## config.mk

```make
export PLATFORM = sky130hd
export DESIGN_NAME = cps_coherency_port
export DESIGN_NICKNAME = d
export VERILOG_FILES = /design/src/hdl/cps_pkg.sv /design/src/hdl/cps_coherency_port.sv
export SDC_FILE = /design/constraint.sdc
export NUM_CORES = 2
export LEC_CHECK = 0
export BUFFER_PORTS_ARGS = -buffer_cell sky130_fd_sc_hd__buf_2
export CORE_ASPECT_RATIO = 0.6
export CORE_UTILIZATION = 35
export DETAILED_ROUTE_END_ITERATION = 16
export GPL_ROUTABILITY_DRIVEN = 0
export GPL_TIMING_DRIVEN = 1
export PLACE_DENSITY = 0.54
export RECOVER_POWER = 50
export SLEW_MARGIN = 20
export SYNTH_ARGS = -nofsm -noshare
export SYNTH_HDL_FRONTEND = slang
export SYNTH_SLANG_ARGS = --single-unit
```

## constraint.sdc

```tcl
create_clock -name clk_i -period 4.15 [get_ports clk_i]
set_clock_uncertainty 0.15 [all_clocks]
set_input_delay 0.2075 -clock clk_i [delete_from_list [all_inputs] [get_ports clk_i]]
set_output_delay 0.2075 -clock clk_i [all_outputs]
set_load 0.01 [all_outputs]
```

## src/hdl/cps_pkg.sv

```systemverilog
// Notes on behaviour
// - Both address channels carry five sideband bits; only defined codes are interpreted.
// - Every address handshake carries a four-bit burst length in beats minus one.
// - Every request carries a four-bit cache type, accepted on both address channels.
// - Write data is 64-bit beats with eight strobes marking valid byte lanes.
// - A slave bus clock enable qualifies every edge the port samples or drives, except the first edge after reset, which raises awready_o and arready_o.
// - Reads accept fixed bursts and forward that burst type unchanged.
package cps_pkg;
   localparam int ADDR_W = 32;
   localparam int ID_W = 3;
   localparam int DATA_W = 64;
   localparam int STRB_W = 8;
   localparam int LEN_W = 4;
   localparam int USER_W = 5;
   localparam int ATTR_MSB = 4;
   localparam int ATTR_LSB = 1;
   localparam int SHARE_BIT = 0;
   localparam logic [3:0] ATTR_SO = 4'h0;
   localparam logic [3:0] ATTR_DEV = 4'h1;
   localparam logic [3:0] ATTR_NC = 4'h3;
   localparam logic [3:0] ATTR_WT = 4'h6;
   localparam logic [3:0] ATTR_WB_NA = 4'h7;
   localparam logic [3:0] ATTR_WB_WA = 4'hf;
   localparam logic [1:0] BURST_FIXED = 2'h0;
   localparam logic [1:0] BURST_INCR = 2'h1;
   localparam logic [1:0] BURST_WRAP = 2'h2;
   localparam logic [1:0] RESP_OKAY = 2'h0;
   localparam logic [1:0] RESP_EXOKAY = 2'h1;
   localparam logic [1:0] RESP_SLVERR = 2'h2;

   typedef struct packed {
      logic [ADDR_W-1:0] addr;
      logic [1:0] burst;
      logic [3:0] cache;
      logic [ID_W-1:0] id;
      logic [LEN_W-1:0] len;
      logic [1:0] lock;
      logic [2:0] prot;
      logic [1:0] size;
      logic [USER_W-1:0] user;
   } cps_addr_t;

   typedef struct packed {
      logic [DATA_W-1:0] data;
      logic [ID_W-1:0] id;
      logic last;
      logic [STRB_W-1:0] strb;
   } cps_wdata_t;

   typedef struct packed {
      logic [ID_W-1:0] id;
      logic [1:0] resp;
   } cps_bresp_t;

   typedef struct packed {
      logic [DATA_W-1:0] data;
      logic [ID_W-1:0] id;
      logic [1:0] resp;
      logic last;
   } cps_rdata_t;

   typedef struct packed {
      logic [3:0] attr;
      logic shared;
      logic cacheable;
      logic known;
   } cps_attr_t;
endpackage : cps_pkg

```

## src/hdl/cps_coherency_port.sv

```systemverilog
`timescale 1ns/1ps
`default_nettype none
module cps_coherency_port (
   // Clock and reset
   input wire logic clk_i,
   input wire logic resetn_i,
   input wire logic slave_bus_clock_enable_i,
   // Write address
   input wire logic awvalid_i,
   input wire cps_pkg::cps_addr_t aw_i,
   output logic awready_o,
   // Write data
   input wire logic wvalid_i,
   input wire cps_pkg::cps_wdata_t w_i,
   output logic wready_o,
   // Write response
   output logic bvalid_o,
   output cps_pkg::cps_bresp_t b_o,
   input wire logic bready_i,
   // Read address
   input wire logic arvalid_i,
   input wire cps_pkg::cps_addr_t ar_i,
   output logic arready_o,
   // Read data
   output logic rvalid_o,
   output cps_pkg::cps_rdata_t r_o,
   input wire logic rready_i,
   // Decoded attributes of the last accepted request
   output cps_pkg::cps_attr_t wr_attr_o,
   output cps_pkg::cps_attr_t rd_attr_o,
   output logic [1:0] rd_burst_o
);
   typedef enum logic [1:0] {
      CPS_W_ADDR = 2'h0,
      CPS_W_DATA = 2'h1,
      CPS_W_RESP = 2'h3
   } cps_wstate_t;
   typedef enum logic [1:0] {
      CPS_R_ADDR = 2'h0,
      CPS_R_DATA = 2'h1
   } cps_rstate_t;

   localparam int WORDS = 16;

   // Small backing store so the port answers reads with written data
   logic [cps_pkg::DATA_W-1:0] mem_reg [WORDS];

   cps_wstate_t ws_reg, ws_next;
   cps_rstate_t rs_reg, rs_next;
   cps_pkg::cps_addr_t awq_reg, awq_next, arq_reg, arq_next;
   logic [3:0] wbeat_reg, wbeat_next, rbeat_reg, rbeat_next;
   logic werr_reg, werr_next;
   logic bvalid_next, rvalid_next;
   logic awready_next, wready_next, arready_next;
   cps_pkg::cps_bresp_t b_next;
   cps_pkg::cps_rdata_t r_next;
   cps_pkg::cps_attr_t wa_next, ra_next;
   logic [1:0] rb_next;
   logic aw_hs, w_hs, ar_hs;

   function automatic cps_pkg::cps_attr_t decode(input logic [cps_pkg::USER_W-1:0] u,
                                                 input logic [3:0] cache);
      cps_pkg::cps_attr_t a;
      a.attr = u[cps_pkg::ATTR_MSB:cps_pkg::ATTR_LSB];
      a.shared = u[cps_pkg::SHARE_BIT];
      a.cacheable = cache[1];
      // Undefined codes are flagged, not interpreted
      unique case (a.attr)
         cps_pkg::ATTR_SO, cps_pkg::ATTR_DEV, cps_pkg::ATTR_NC,
         cps_pkg::ATTR_WT, cps_pkg::ATTR_WB_NA, cps_pkg::ATTR_WB_WA: a.known = 1'b1;
         default: a.known = 1'b0;
      endcase
      return a;
   endfunction : decode

   function automatic logic [3:0] word_idx(input cps_pkg::cps_addr_t a, input logic [3:0] beat);
      logic [3:0] base;
      base = a.addr[6:3];
      if (a.burst == cps_pkg::BURST_FIXED) begin
         return base;
      end
      // Wraps inside the 16-word store on purpose
      return 4'(base + beat);
   endfunction : word_idx

   // Handshakes only count on enabled edges
   assign aw_hs = slave_bus_clock_enable_i && awvalid_i && awready_o;
   assign w_hs = slave_bus_clock_enable_i && wvalid_i && wready_o;
   assign ar_hs = slave_bus_clock_enable_i && arvalid_i && arready_o;

   always_comb begin
      ws_next = ws_reg;
      awq_next = awq_reg;
      wbeat_next = wbeat_reg;
      werr_next = werr_reg;
      bvalid_next = bvalid_o;
      b_next = b_o;
      wa_next = wr_attr_o;
      if (slave_bus_clock_enable_i) begin
         unique case (ws_reg)
            CPS_W_ADDR: begin
               if (aw_hs) begin
                  awq_next = aw_i;
                  wa_next = decode(aw_i.user, aw_i.cache);
                  wbeat_next = '0;
                  werr_next = aw_i.lock[1];
                  ws_next = CPS_W_DATA;
               end
            end
            CPS_W_DATA: begin
               if (w_hs) begin
                  wbeat_next = wbeat_reg + 4'h1;
                  // Last flag must agree with the beat count from the length field
                  if (w_i.last != (wbeat_reg == awq_reg.len) || w_i.id != awq_reg.id) begin
                     werr_next = 1'b1;
                  end
                  if (wbeat_reg == awq_reg.len) begin
                     bvalid_next = 1'b1;
                     b_next.id = awq_reg.id;
                     b_next.resp = (werr_next || !wa_next.known) ? cps_pkg::RESP_SLVERR :
                                   cps_pkg::RESP_OKAY;
                     ws_next = CPS_W_RESP;
                  end
               end
            end
            CPS_W_RESP: begin
               if (bready_i) begin
                  bvalid_next = 1'b0;
                  ws_next = CPS_W_ADDR;
               end
            end
            default: ws_next = CPS_W_ADDR;
         endcase
      end
      awready_next = (ws_next == CPS_W_ADDR);
      wready_next = (ws_next == CPS_W_DATA);
   end

   always_ff @(posedge clk_i or negedge resetn_i) begin
      if (!resetn_i) begin
         ws_reg <= CPS_W_ADDR;
         awq_reg <= '0;
         wbeat_reg <= '0;
         werr_reg <= 1'b0;
         bvalid_o <= 1'b0;
         b_o <= '0;
         wr_attr_o <= '0;
         awready_o <= 1'b0;
         wready_o <= 1'b0;
      end else begin
         ws_reg <= ws_next;
         awq_reg <= awq_next;
         wbeat_reg <= wbeat_next;
         werr_reg <= werr_next;
         bvalid_o <= bvalid_next;
         b_o <= b_next;
         wr_attr_o <= wa_next;
         awready_o <= awready_next;
         wready_o <= wready_next;
      end
   end

   // Strobed byte lanes only; memory has no reset, it is plain storage
   always_ff @(posedge clk_i) begin
      if (w_hs) begin
         for (int i = 0; i < cps_pkg::STRB_W; i++) begin
            if (w_i.strb[i]) begin
               mem_reg[word_idx(awq_reg, wbeat_reg)][i*8 +: 8] <= w_i.data[i*8 +: 8];
            end
         end
      end
   end

   always_comb begin
      rs_next = rs_reg;
      arq_next = arq_reg;
      rbeat_next = rbeat_reg;
      rvalid_next = rvalid_o;
      r_next = r_o;
      ra_next = rd_attr_o;
      rb_next = rd_burst_o;
      if (slave_bus_clock_enable_i) begin
         unique case (rs_reg)
            CPS_R_ADDR: begin
               if (ar_hs) begin
                  arq_next = ar_i;
                  ra_next = decode(ar_i.user, ar_i.cache);
                  rb_next = ar_i.burst;
                  rbeat_next = '0;
                  rvalid_next = 1'b1;
                  r_next.data = mem_reg[word_idx(ar_i, 4'h0)];
                  r_next.id = ar_i.id;
                  r_next.resp = ra_next.known ? cps_pkg::RESP_OKAY : cps_pkg::RESP_SLVERR;
                  r_next.last = (ar_i.len == 4'h0);
                  rs_next = CPS_R_DATA;
               end
            end
            CPS_R_DATA: begin
               if (rready_i) begin
                  if (r_o.last) begin
                     rvalid_next = 1'b0;
                     rs_next = CPS_R_ADDR;
                  end else begin
                     rbeat_next = rbeat_reg + 4'h1;
                     r_next.data = mem_reg[word_idx(arq_reg, rbeat_next)];
                     r_next.last = (rbeat_next == arq_reg.len);
                  end
               end
            end
            default: rs_next = CPS_R_ADDR;
         endcase
      end
      arready_next = (rs_next == CPS_R_ADDR);
   end

   always_ff @(posedge clk_i or negedge resetn_i) begin
      if (!resetn_i) begin
         rs_reg <= CPS_R_ADDR;
         arq_reg <= '0;
         rbeat_reg <= '0;
         rvalid_o <= 1'b0;
         r_o <= '0;
         rd_attr_o <= '0;
         rd_burst_o <= cps_pkg::BURST_INCR;
         arready_o <= 1'b0;
      end else begin
         rs_reg <= rs_next;
         arq_reg <= arq_next;
         rbeat_reg <= rbeat_next;
         rvalid_o <= rvalid_next;
         r_o <= r_next;
         rd_attr_o <= ra_next;
         rd_burst_o <= rb_next;
         arready_o <= arready_next;
      end
   end
endmodule : cps_coherency_port
`default_nettype wire

```

==> out/summary.txt <==
Fillers - 13.7k
initial DRC count - 3237
Post-Route WL - 164000 µm
Worst Hold End - r_o[3]
Post-synth ARST share - 0.112
status - finished, violations left
die area - 156000 µm²
P&R area growth vs syn - 17.7%
# nets final - 3827
pin count of the biggest net entering global routing - 85
reg-to-reg startpoint - rbeat_reg[0]
post-route clock period utilization - 0.869
Max Used Layer - met5
vias per cell - 5.60
CTS root buffer - clkbuf_16
R2R Path End - r_o[8]
DRT Pass-1 Iters - 5
Num Clock Sinks - 1153
max-slew violations - 39
core box area - 153000 µm²
# setup viols final - 0
RSZ-0062 raised after global routing - no
minimum clock period - 3.61 ns
Critical Path End Type - register
routed wire length per instance - 28.4 µm
metal3 WL - 12500 µm
FF-to-FF path depth - 10
Slowest cell on crit path - fa_1
Initial Util - 0.353
Syn Inst Count - 3177
Post-synth EDFFs - 1024
hold_sp - ar_i[16]
drt drc - 0
most frequent cells in the layout - 1024 x edfxtp_1, 513 x mux2i_1, 314 x mux4_2
failing checks - max-capacitance violations, max-slew violations
final hold viol count - 0
CTS tree - done
gr ovfl total - 0
Crit Path Category - reg2reg
Final HPWL DP - 102000 µm
post-synthesis compound-gate area fraction - 0.0822
vias in the first global route - 32.6k
maxcap violations - 1
power density over the cells - 718 nW/µm²
Max VDD drop - 1.17 mV
sequential area share after synthesis - 0.630
Startpoint Class - register
largest family of logic cells by synthesized area - multiplexers
initial antenna violation count - 12
htree depth - 3
CTS resizes - 0
fmax - 0.277 GHz
first-pass GRT wire length - 234000 µm
Die Span Y - 306 µm
CTS buffer count - 115
Die W - 509 µm
I/O Buffers - 216
Critical Path Fanout Max - 55
Cell variety after synth - 53
IO Count - 294
Design Power - 45.6 mW
Hold WS - 0.0644 ns
CTS Hold Buffers Added - 130
XOR/XNOR Fraction of Synth Area - 0.00399
Hold Path Stages - 4
simple-gate share of the synthesized area - 0.0247
clock tree buffer depth - 3
Worst EP required - 4.58 ns
Leakage - 22.0 nW
met2 routed WL - 72200 µm
TNS Setup - 0 ns
GRT Overall Usage - 0.208
mux cell area share after synthesis - 0.231
Post-Synthesis Mean Instance Area - 17.0 µm²
Synth Flop Type - edfxtp_1
reg-to-reg setup timing slack - 0.54 ns
hold crit path type - in2reg
post-synthesis adder-cell area fraction - 0.00260
M1 WL - 75800 µm
num rows - 111
Yosys reg bits - 1153
commonest non-fill, non-tap cell in the layout - edfxtp_1
Slew headroom - -0.987
fin area - 63500 µm²
Post-Syn Area - 54000 µm²
share of cells above drive strength 1 - 0.256
synth warn - 0
clock latency on the worst-skew pair - 0.73 ns
max FFs per register - 1024
DRT antenna net count - 0
Setup Fix Bufs, Post-CTS - 0
worst slew pin tran - 2.98 ns
Area after DPL - 58500 µm²
register area - 34000 µm²
CTS clk-pin slew, worst paths - 0.06 ns
routed vias - 32.2k
Multi-input gate area - 18700 µm²
CP max stage delay - 0.48 ns
crit path DAT - 4.04 ns
crit-path cells - ha_1 -> inv_1 -> fa_1 -> o21ai_0 -> a21boi_0 -> nor2_4 -> buf_12 -> a22oi_1 -> a21oi_1 -> o31ai_2
worst max path at each step:
stage,start,end,slack [ns]
final,rbeat_reg[0],r_o[8],0.54
after global placement,rbeat_reg[0],r_o[67],0.64
after global routing,resetn_i,r_o[10],0.34
after detailed placement,rbeat_reg[0],r_o[29],0.59
after CTS,rbeat_reg[0],r_o[29],0.55
after floorplan,rbeat_reg[0],r_o[10],1.34
metal layers:
layer	global-route usage	vias up
met5	0	-
met4	0.0476	14
met3	0.0466	231
met2	0.310	1177
met1	0.309	16900
li1	-	13900
cells by family (layout without fill, tap and decap cells):
logic type | count (synthesis) | in the layout
buffers and inverters | 253 | 795
DFF | 1153 | 1153
other | 1 | 3
xor gates and xnor gates | 22 | 22
muxes | 839 | 839
AOI/OAI and AO/OA | 563 | 563
adders and majority gates | 10 | 10
and+or+nand+nor | 336 | 336
cells in the mapped netlist (8+ instances only):
cell type | count | area share
a22oi_1 | 260 | 0.036
o31ai_2 | 60 | 0.014
xor2_1 | 12 | 0.0019
a22oi_2 | 60 | 0.014
buf_4 | 47 | 0.0065
inv_1 | 10 | 0.00070
clkbuf_1 | 87 | 0.0061
mux2i_1 | 513 | 0.095
o21ai_0 | 19 | 0.0018
a21oi_1 | 141 | 0.013
nand2_1 | 158 | 0.011
mux4_2 | 314 | 0.13
dfrtp_1 | 128 | 0.059
ha_1 | 8 | 0.0019
buf_2 | 61 | 0.0057
edfxtp_1 | 1024 | 0.57
buf_1 | 19 | 0.0013
buf_6 | 26 | 0.0054
nor2_1 | 146 | 0.010
report_power, final:
group | switching, mW | internal [mW]
logic | 12.6 | 8.14
registers | 0.763 | 13.5
clock network | 4.52 | 6.04
total | 17.9 | 27.7
final cells by class:
class / count / share of cell area
Tap cell: 2034 / 0.0401
Timing Repair Buffer: 567 / 0.0706
Inverter: 10 / 0.000591
Clock buffer: 165 / 0.0523
Clock inverter: 53 / 0.00749
Antenna cell: 1 / 0.0000394
Multi-Input combinational cell: 1772 / 0.294
Sequential cell: 1153 / 0.535
critical path, delay by kind of cell (launching register included):
kind                     cells  cell delay [ns]
AND/OR/NAND/NOR              1             0.46
flip-flops                   1             0.46
buffers and inverters        2             0.49
adder cells (fa/ha/maj)      2             0.86
AO/OA/AOI/OAI                5             0.94
stage by stage:
step           cells  utilization  worst slack (ns)
2_1_floorplan   3178            -              1.34
3_3_place_gp    5406        0.383             0.636
3_5_place_dp    5406        0.383             0.590
4_1_cts         5754        0.416             0.554
5_1_grt         5755        0.415             0.338
6_report        5755        0.415             0.543
(Power assumes the default switching activity.)
